### src/core/cdw_pkg.sv
// package for the capture descriptor write-back engine
package cdw_pkg;
	localparam int CHAN_W        = 2;
	localparam int NUM_CHAN      = 4;
	localparam int ADDR_W        = 32;
	localparam int SIZE_W        = 16;
	localparam int DATA_W        = 32;
	localparam int QUEUE_DEPTH   = 2;
	localparam int QPTR_W        = 1;
	localparam int QCNT_W        = 2;
	localparam int BUF_DEPTH     = 2;
	localparam logic [ADDR_W-1:0] ADDR_RST = 32'h0000_0000;
	localparam logic [SIZE_W-1:0] SIZE_RST = 16'h0000;
	// byte distance between consecutive frame words in the target buffer
	localparam logic [ADDR_W-1:0] ADDR_STEP = 32'h0000_0004;

	// descriptor as queued by software and as written back
	typedef struct packed {
		logic [ADDR_W-1:0] buf_addr;
		logic [SIZE_W-1:0] width;
		logic [SIZE_W-1:0] height;
	} cdw_desc_t;

	// write-back record with its channel
	typedef struct packed {
		logic [CHAN_W-1:0] chan;
		cdw_desc_t         desc;
	} cdw_wb_t;

	// frame data word on its way to memory
	typedef struct packed {
		logic [ADDR_W-1:0] addr;
		logic [DATA_W-1:0] data;
	} cdw_mem_t;

	typedef enum logic [0:0] {
		CDW_IDLE  = 1'b0,
		CDW_FRAME = 1'b1
	} cdw_state_t;
endpackage : cdw_pkg

### src/core/cdw_engine.sv
// capture descriptor queue, frame data routing and descriptor write-back
`timescale 1ns/1ps
module cdw_engine (
	// clock and reset
	input  wire logic                       mclk,
	input  wire logic                       rstn,
	// descriptor queue from software
	input  wire logic                       desc_valid,
	output logic                            desc_ready,
	input  wire logic [cdw_pkg::CHAN_W-1:0] desc_chan,
	input  wire cdw_pkg::cdw_desc_t         desc_in,
	// capture stream
	input  wire logic                       cap_valid,
	output logic                            cap_ready,
	input  wire logic [cdw_pkg::CHAN_W-1:0] cap_chan,
	input  wire logic                       cap_sof,
	input  wire logic                       cap_eof,
	input  wire logic [cdw_pkg::DATA_W-1:0] cap_data,
	input  wire logic [cdw_pkg::SIZE_W-1:0] cap_width,
	input  wire logic [cdw_pkg::SIZE_W-1:0] cap_height,
	// frame data to memory
	output logic                            mem_valid,
	input  wire logic                       mem_ready,
	output cdw_pkg::cdw_mem_t               mem_out,
	// descriptor write-back to memory
	output logic                            wb_valid,
	input  wire logic                       wb_ready,
	output cdw_pkg::cdw_wb_t                wb_out,
	// status
	output logic                            drop_pulse
);
	// per-channel descriptor queue
	cdw_pkg::cdw_desc_t              q_mem_r [cdw_pkg::NUM_CHAN][cdw_pkg::QUEUE_DEPTH];
	logic [cdw_pkg::QPTR_W-1:0]      q_rd_r  [cdw_pkg::NUM_CHAN];
	logic [cdw_pkg::QPTR_W-1:0]      q_wr_r  [cdw_pkg::NUM_CHAN];
	logic [cdw_pkg::QCNT_W-1:0]      q_cnt_r [cdw_pkg::NUM_CHAN];
	// frame state
	cdw_pkg::cdw_state_t             state_r;
	logic [cdw_pkg::CHAN_W-1:0]      chan_r;
	logic                            keep_r;
	logic [cdw_pkg::ADDR_W-1:0]      addr_r;
	// two-entry data buffer
	cdw_pkg::cdw_mem_t               buf_r [cdw_pkg::BUF_DEPTH];
	logic                            bwr_r;
	logic                            brd_r;
	logic [1:0]                      bcnt_r;
	// write-back register
	logic                            wb_valid_r;
	cdw_pkg::cdw_wb_t                wb_r;
	logic                            drop_r;

	logic                            beat;
	logic                            sof_beat;
	logic                            keep_now;
	logic [cdw_pkg::CHAN_W-1:0]      cur_chan;
	logic                            data_push;
	logic                            data_pop;
	logic                            consume;
	logic                            buf_full;
	logic [cdw_pkg::ADDR_W-1:0]      cur_addr;
	cdw_pkg::cdw_desc_t              head;

	function automatic logic has_desc(input logic [cdw_pkg::QCNT_W-1:0] cnt);
		has_desc = (cnt != 2'h0);
	endfunction : has_desc

	assign buf_full   = (bcnt_r == 2'h2);
	// a frame end must wait for a free write-back slot so no record is lost
	assign cap_ready  = !buf_full && !(cap_eof && wb_valid_r && !wb_ready);
	assign beat       = cap_valid && cap_ready;
	assign sof_beat   = beat && cap_sof;
	assign cur_chan   = sof_beat ? cap_chan : chan_r;
	assign head       = q_mem_r[cur_chan][q_rd_r[cur_chan]];
	assign keep_now   = sof_beat ? has_desc(q_cnt_r[cap_chan]) : keep_r;
	assign cur_addr   = sof_beat ? head.buf_addr : addr_r;
	assign data_push  = beat && keep_now;
	assign data_pop   = mem_valid && mem_ready;
	assign consume    = beat && cap_eof && keep_now;
	assign desc_ready = (q_cnt_r[desc_chan] != 2'h2) && !(consume && cur_chan == desc_chan);

	generate
		for (genvar c = 0; c < cdw_pkg::NUM_CHAN; c++)
		begin : g_q
			logic push_c;
			logic pop_c;
			assign push_c = desc_valid && desc_ready && (desc_chan == c);
			assign pop_c  = consume && (cur_chan == c);
			always_ff @(posedge mclk or negedge rstn)
			begin
				if (!rstn)
				begin
					q_rd_r[c]  <= '0;
					q_wr_r[c]  <= '0;
					q_cnt_r[c] <= '0;
					q_mem_r[c][0] <= '0;
					q_mem_r[c][1] <= '0;
				end
				else
				begin
					if (push_c)
					begin
						q_mem_r[c][q_wr_r[c]] <= desc_in;
						q_wr_r[c] <= q_wr_r[c] + 1'b1;
					end
					if (pop_c)
						q_rd_r[c] <= q_rd_r[c] + 1'b1;
					q_cnt_r[c] <= q_cnt_r[c] + 2'(push_c) - 2'(pop_c);
				end
			end
		end
	endgenerate

	always_ff @(posedge mclk or negedge rstn)
	begin
		if (!rstn)
		begin
			state_r <= cdw_pkg::CDW_IDLE;
			chan_r  <= '0;
			keep_r  <= 1'b0;
			addr_r  <= cdw_pkg::ADDR_RST;
		end
		else if (beat)
		begin
			chan_r <= cur_chan;
			keep_r <= keep_now;
			addr_r <= cur_addr + (keep_now ? cdw_pkg::ADDR_STEP : '0);
			case (state_r)
				cdw_pkg::CDW_IDLE:  state_r <= (cap_sof && !cap_eof) ? cdw_pkg::CDW_FRAME : cdw_pkg::CDW_IDLE;
				cdw_pkg::CDW_FRAME: state_r <= cap_eof ? cdw_pkg::CDW_IDLE : cdw_pkg::CDW_FRAME;
				default:            state_r <= cdw_pkg::CDW_IDLE;
			endcase
		end
	end

	// buffer lets a memory stall hold words without dropping any
	always_ff @(posedge mclk or negedge rstn)
	begin
		if (!rstn)
		begin
			bwr_r    <= 1'b0;
			brd_r    <= 1'b0;
			bcnt_r   <= 2'h0;
			buf_r[0] <= '0;
			buf_r[1] <= '0;
		end
		else
		begin
			if (data_push)
			begin
				buf_r[bwr_r] <= '{addr: cur_addr, data: cap_data};
				bwr_r <= !bwr_r;
			end
			if (data_pop)
				brd_r <= !brd_r;
			bcnt_r <= bcnt_r + 2'(data_push) - 2'(data_pop);
		end
	end

	assign mem_valid = (bcnt_r != 2'h0);
	assign mem_out   = buf_r[brd_r];

	// write-back carries the consumed descriptor's buffer address with the captured width and height, never a synthesized one
	always_ff @(posedge mclk or negedge rstn)
	begin
		if (!rstn)
		begin
			wb_valid_r <= 1'b0;
			wb_r       <= '0;
			drop_r     <= 1'b0;
		end
		else
		begin
			drop_r <= beat && cap_eof && !keep_now;
			if (consume)
			begin
				wb_valid_r <= 1'b1;
				wb_r.chan  <= cur_chan;
				wb_r.desc  <= '{buf_addr: head.buf_addr, width: cap_width, height: cap_height};
			end
			else if (wb_ready)
				wb_valid_r <= 1'b0;
		end
	end

	assign wb_valid   = wb_valid_r;
	assign wb_out     = wb_r;
	assign drop_pulse = drop_r;

	wb_drop_a: assert property (@(posedge mclk) disable iff (!rstn)
		(beat && cap_eof && !keep_now && !(wb_valid_r && !wb_ready)) |=> !wb_valid)
		else $error("write-back issued for a dropped frame");
	drop_data_a: assert property (@(posedge mclk) disable iff (!rstn)
		(beat && !keep_now) |=> $stable(bwr_r))
		else $error("dropped frame data entered the buffer");
	wb_after_eof_a: assert property (@(posedge mclk) disable iff (!rstn)
		consume |=> (wb_valid && wb_out.chan == $past(cur_chan)))
		else $error("consumed descriptor not written back");
	wb_addr_a: assert property (@(posedge mclk) disable iff (!rstn)
		consume |=> (wb_out.desc.buf_addr == $past(head.buf_addr)))
		else $error("write-back address differs from descriptor");
	data_addr_a: assert property (@(posedge mclk) disable iff (!rstn)
		(sof_beat && keep_now && bcnt_r == 2'h0) |=> (mem_valid && mem_out.addr == $past(head.buf_addr)))
		else $error("frame data not sent to descriptor buffer");
	queue_order_a: assert property (@(posedge mclk) disable iff (!rstn)
		consume |=> (q_rd_r[$past(cur_chan)] != $past(q_rd_r[cur_chan])))
		else $error("queue head did not advance in order");
	wb_hold_a: assert property (@(posedge mclk) disable iff (!rstn)
		(wb_valid && !wb_ready) |=> (wb_valid && $stable(wb_out)))
		else $error("write-back dropped under stall");
	buf_stall_a: assert property (@(posedge mclk) disable iff (!rstn)
		(mem_valid && !mem_ready) |=> (mem_valid && $stable(mem_out)))
		else $error("memory word lost under stall");

	frame_kept_c:  cover property (@(posedge mclk) disable iff (!rstn) consume ##1 wb_valid);
	frame_drop_c:  cover property (@(posedge mclk) disable iff (!rstn) drop_pulse);
	buf_full_c:    cover property (@(posedge mclk) disable iff (!rstn) buf_full && !mem_ready);
	queue_two_c:   cover property (@(posedge mclk) disable iff (!rstn) q_cnt_r[0] == 2'h2);
	frame_long_c:  cover property (@(posedge mclk) disable iff (!rstn) state_r == cdw_pkg::CDW_FRAME && consume);
endmodule : cdw_engine

### config.mk
export PLATFORM = sky130hd
export DESIGN_NAME = cdw_engine
export DESIGN_NICKNAME = d
export VERILOG_FILES = /design/src/core/cdw_pkg.sv /design/src/core/cdw_engine.sv
export SDC_FILE = /design/constraint.sdc
export NUM_CORES = 1
export LEC_CHECK = 0
export BUFFER_PORTS_ARGS = -buffer_cell sky130_fd_sc_hd__buf_2
export CORE_UTILIZATION = 35
export CTS_CLUSTER_DIAMETER = 200
export DETAILED_ROUTE_END_ITERATION = 6
export GPL_TIMING_DRIVEN = 1
export PLACE_DENSITY = 0.58
export REMOVE_ABC_BUFFERS = 1
export SLEW_MARGIN = 20
export SYNTH_ARGS = -nofsm -noshare
export SYNTH_HDL_FRONTEND = slang
export SYNTH_SLANG_ARGS = --single-unit
### constraint.sdc
create_clock -name mclk -period 7.64 [get_ports mclk]
set_input_delay 0.764 -clock mclk [delete_from_list [all_inputs] [get_ports mclk]]
set_output_delay 0.764 -clock mclk [all_outputs]
set_load 0.01 [all_outputs]
==> metrics.csv <==
stage,metric,value,unit
run_status,status,"finished, final reports clean",
layout,syn2layout_area_growth,15.5,%
global_route,met2_usage,34.3,%
job,drv_cap,0,
drt,num_vias,19200,
drt,drtAntennaViolNets,0,
global_route,grt_overflow_total,0,
layout,final_util,41.0,%
cts,cts_htree_levels,2,
power,ir_worst_vdd,195,µV
drt,drc,0,
cts,cts.clk_slew.worst_paths,0.06,ns
timing,min_period_over_period,71.5,%
power,seqPwrFrac,37.1,%
setup_path,crit_cells,15,
global_route,gr-usage-met1,27.5,%
setup_path,r2r_slack,2.19,ns
layout,final_common_cell,dfrtp_1,
synth,synthFlopType,dfrtp_1,
power,power_frac_comb,42.1,%
placed_design,place.gp.congestion,0.850,
synth,avgSynthCellArea,11.0,µm²
synth,synth_top_family_by_area,multiplexers,
synth,synth_edf_count,0,
setup_path,cp_max_fo,13,
layout,fin_nets,2663,
power,p_leak,0.0132,µW
setup_path,r2r_start,chan_r[0],
drt,routed_wl,77.8,mm
setup_path,worstPathArrival,5.93,ns
cts,cts_buffers,56,
synth,ys_warn_count,0,
setup_path,cp.required,8.11,ns
floorplan,dieWidth,272,µm
power,power.share.clock,20.8,%
floorplan,coreArea,71900,µm²
cts,cts_tree,done,
global_route,met3_usage,4.80,%
synth,ys_types,90,
timing,final_hold_viol_count,0,
synth,ys_ff_latch,507,
cts,cts.path.max_buffers,3,
timing,drv_slew,0,
cts,post_cts_buffers,0,
synth,synth_area,25500,µm²
placed_design,hpwl,49.7,mm
placed_design,io_buffers,242,
timing,worstMarginPinSlew,1.07,ns
timing,fin_crit,5.46,ns
synth,synthXorXnorAreaFrac,1.41,%
cts,post_cts_resized,0,
drt,drt-vias-per-instance,5.47,
global_route,grt_first_pass_wirelength,120,mm
setup_path,r2r-end,addr_r[12],
power,p_sw,5100,µW
setup_path,crit_buf_inv,3,
setup_path,reg2regPathDepth,14,
cts,cts-hold-fix-buffers,0,
setup_path,path_cells,buf_2 > nand2_1 > buf_4 > o31ai_2 > nand2_1 > o21ai_0 > mux2i_1 > inv_1 > ha_1 > ha_1 > o2111a_1 > nor4b_4 > or3b_1 > xnor2_1 > o21ai_1,
synth,synth_fa_ha_area_share,0.589,%
synth,synth_cells,2324,
global_route,grt_pass1_vias,19600,
setup_path,critical_path_class,in2reg,
floorplan,die_h,272,µm
floorplan,start_util,35.5,%
timing,fin_skew,0.0174,ns
global_route,grt_busiest_layer,met2,
setup_path,startpoint,cap_valid,
drt,dr.pass1.iters,5,
setup_path,crit_family,compound AO/OA/AOI/OAI gates,
floorplan,io_pins,275,
timing,rsz0062_at_grt,no,
setup_path,slowest_stage,o31ai_2,
cts,clock_sinks,507,
setup_path,cp_slowest_stage_delay,0.69,ns
synth,ys_seq_area_share,49.7,%
power,power_density,445,nW/µm²
drt,post_drt_wl_per_cell,22.2,µm
synth,synth_compound_gate_area_share,10.2,%
synth,muxShareOfSynthArea,22.0,%
global_route,antenna_found_initial,10,
layout,final_cell_mix,"dfrtp_1, nand2_1, mux2_2, buf_2, o21ai_0",
timing,finalSetupViolCount,0,
power,p_sw_share,38.9,%
layout,fill_cells,6909,
synth,synthArstFlopShare,100,%
timing,relSlewSlack,28.7,%
setup_path,cp-end-kind,flop,
setup_path,cp-endpoint,addr_r[12],
synth,synth-simple-area-share,12.7,%
floorplan,placementRows,98,
floorplan,die-area,74000,µm²
global_route,grt_max_degree,158,
layout,drive_above_1_share,32.9,%
timing,timing.fmax,183,MHz
setup_path,cp-start-kind,input port,
power,internal_power,8010,µW
cts,cts_root_buffer,clkbuf_16,
worst_hold_path,holdCritPathClass,in2async,
cts,clock_latency,0.61,ns
global_route,track_usage,20.9,%
timing,tns,0,ns
drt,drtIter0Drc,1584,
metal layers:
layer  routed length [µm]  up-vias  part of all wire (%)
li1                     -     8688                     -
met1                33900     9796                    44
met2                36900      543                    47
met3                 5060      137                   6.5
met4                 1890       10                   2.4
met5                   70        -                 0.090
layout make-up:
class	instances	area (µm²)	share of cell area, %
Sequential cell	507	12700	43.1
Multi-Input combinational cell	1627	12000	40.8
Timing Repair Buffer	286	1600	5.44
Clock buffer	73	1570	5.31
Tap cell	950	1190	4.03
Clock inverter	24	262	0.887
Inverter	33	125	0.425
Antenna cell	5	12.5	0.0425
registers in the layout, indices dropped and copies added (netlist names), 2 cells and up:
| name | count |
|---|---|
| q_wr_r | 4 |
| addr_r | 32 |
| wb_out | 66 |
| q_mem_r | 256 |
| q_rd_r | 4 |
| chan_r | 2 |
| buf_r | 128 |
| q_cnt_r | 8 |
| bcnt_r | 2 |
logic make-up (layout without fill, tap and decap cells):
logic type,after synthesis,count (layout)
compound gates,383,383
xor+xnor,41,41
fa+ha+maj,12,12
buf+inv,190,416
flops,507,507
mux,484,484
other cells,0,5
simple gates,707,707
worst min path at each step:
stage	start	endpoint	slack [ns]	cells after the start
floorplan	buf_r[0]	buf_r[0]	0.44	2
global placement	buf_r[2]	buf_r[2]	0.45	2
detailed placement	buf_r[12]	buf_r[12]	0.46	2
CTS	rstn	wb_out[53]	0.08	1
global route	rstn	wb_out[36]	0.09	1
finish	rstn	wb_out[53]	0.07	1
worst register-to-register path, cell delays in order (launching register included):
cell and delay [ns]:
dfrtp_1 0.43, buf_4 0.50, mux4_2 0.60, o31ai_2 0.22
nand2_1 0.40, o21ai_0 0.70, mux2i_1 0.26, inv_1 0.11
ha_1 0.30, ha_1 0.27, o2111a_1 0.38, nor4b_4 0.52
or3b_1 0.42, xnor2_1 0.15, o21ai_1 0.07
power groups by stage:
stage | Combinational, µW | Sequential (µW) | Clock, µW
5_1_grt | 6030 | 5030 | 2900
3_3_place_gp | 5380 | 4790 | 0
4_1_cts | 5540 | 4850 | 2810
6_report | 5530 | 4860 | 2730
2_1_floorplan | 3550 | 4760 | 0
3_5_place_dp | 5510 | 4890 | 0
cell usage after synthesis (20+ instances only):
cell	instances	area share, %
o21ai_0	150	2.9
mux2i_1	71	2.8
nor4_1	20	0.49
dfrtp_1	507	50
nor3_1	22	0.43
a21oi_1	36	0.71
xnor2_1	33	1.1
inv_1	31	0.46
nand2_1	432	6.4
nand2b_1	22	0.54
nand3_1	49	0.96
nor2_1	72	1.1
a211oi_1	27	0.79
buf_2	53	1.0
clkbuf_1	73	1.1
mux2_2	390	17
mux4_2	21	1.9
stage by stage:
step / worst slack, ns / std cells / hold WS [ns] / power, µW / cell area [µm²]
after floorplan: 0.781 / 2167 / 0.440 / 8310 / 24800
after CTS: 2.18 / 3499 / 0.0775 / 13200 / 29400
after detailed placement: 1.54 / 3402 / 0.456 / 10400 / 27600
after global routing: 1.86 / 3502 / 0.0901 / 14000 / 29500
final: 2.18 / 3505 / 0.0743 / 13100 / 29500
after global placement: 1.61 / 3402 / 0.451 / 10200 / 27600
Power figures use the tool's default switching activity.
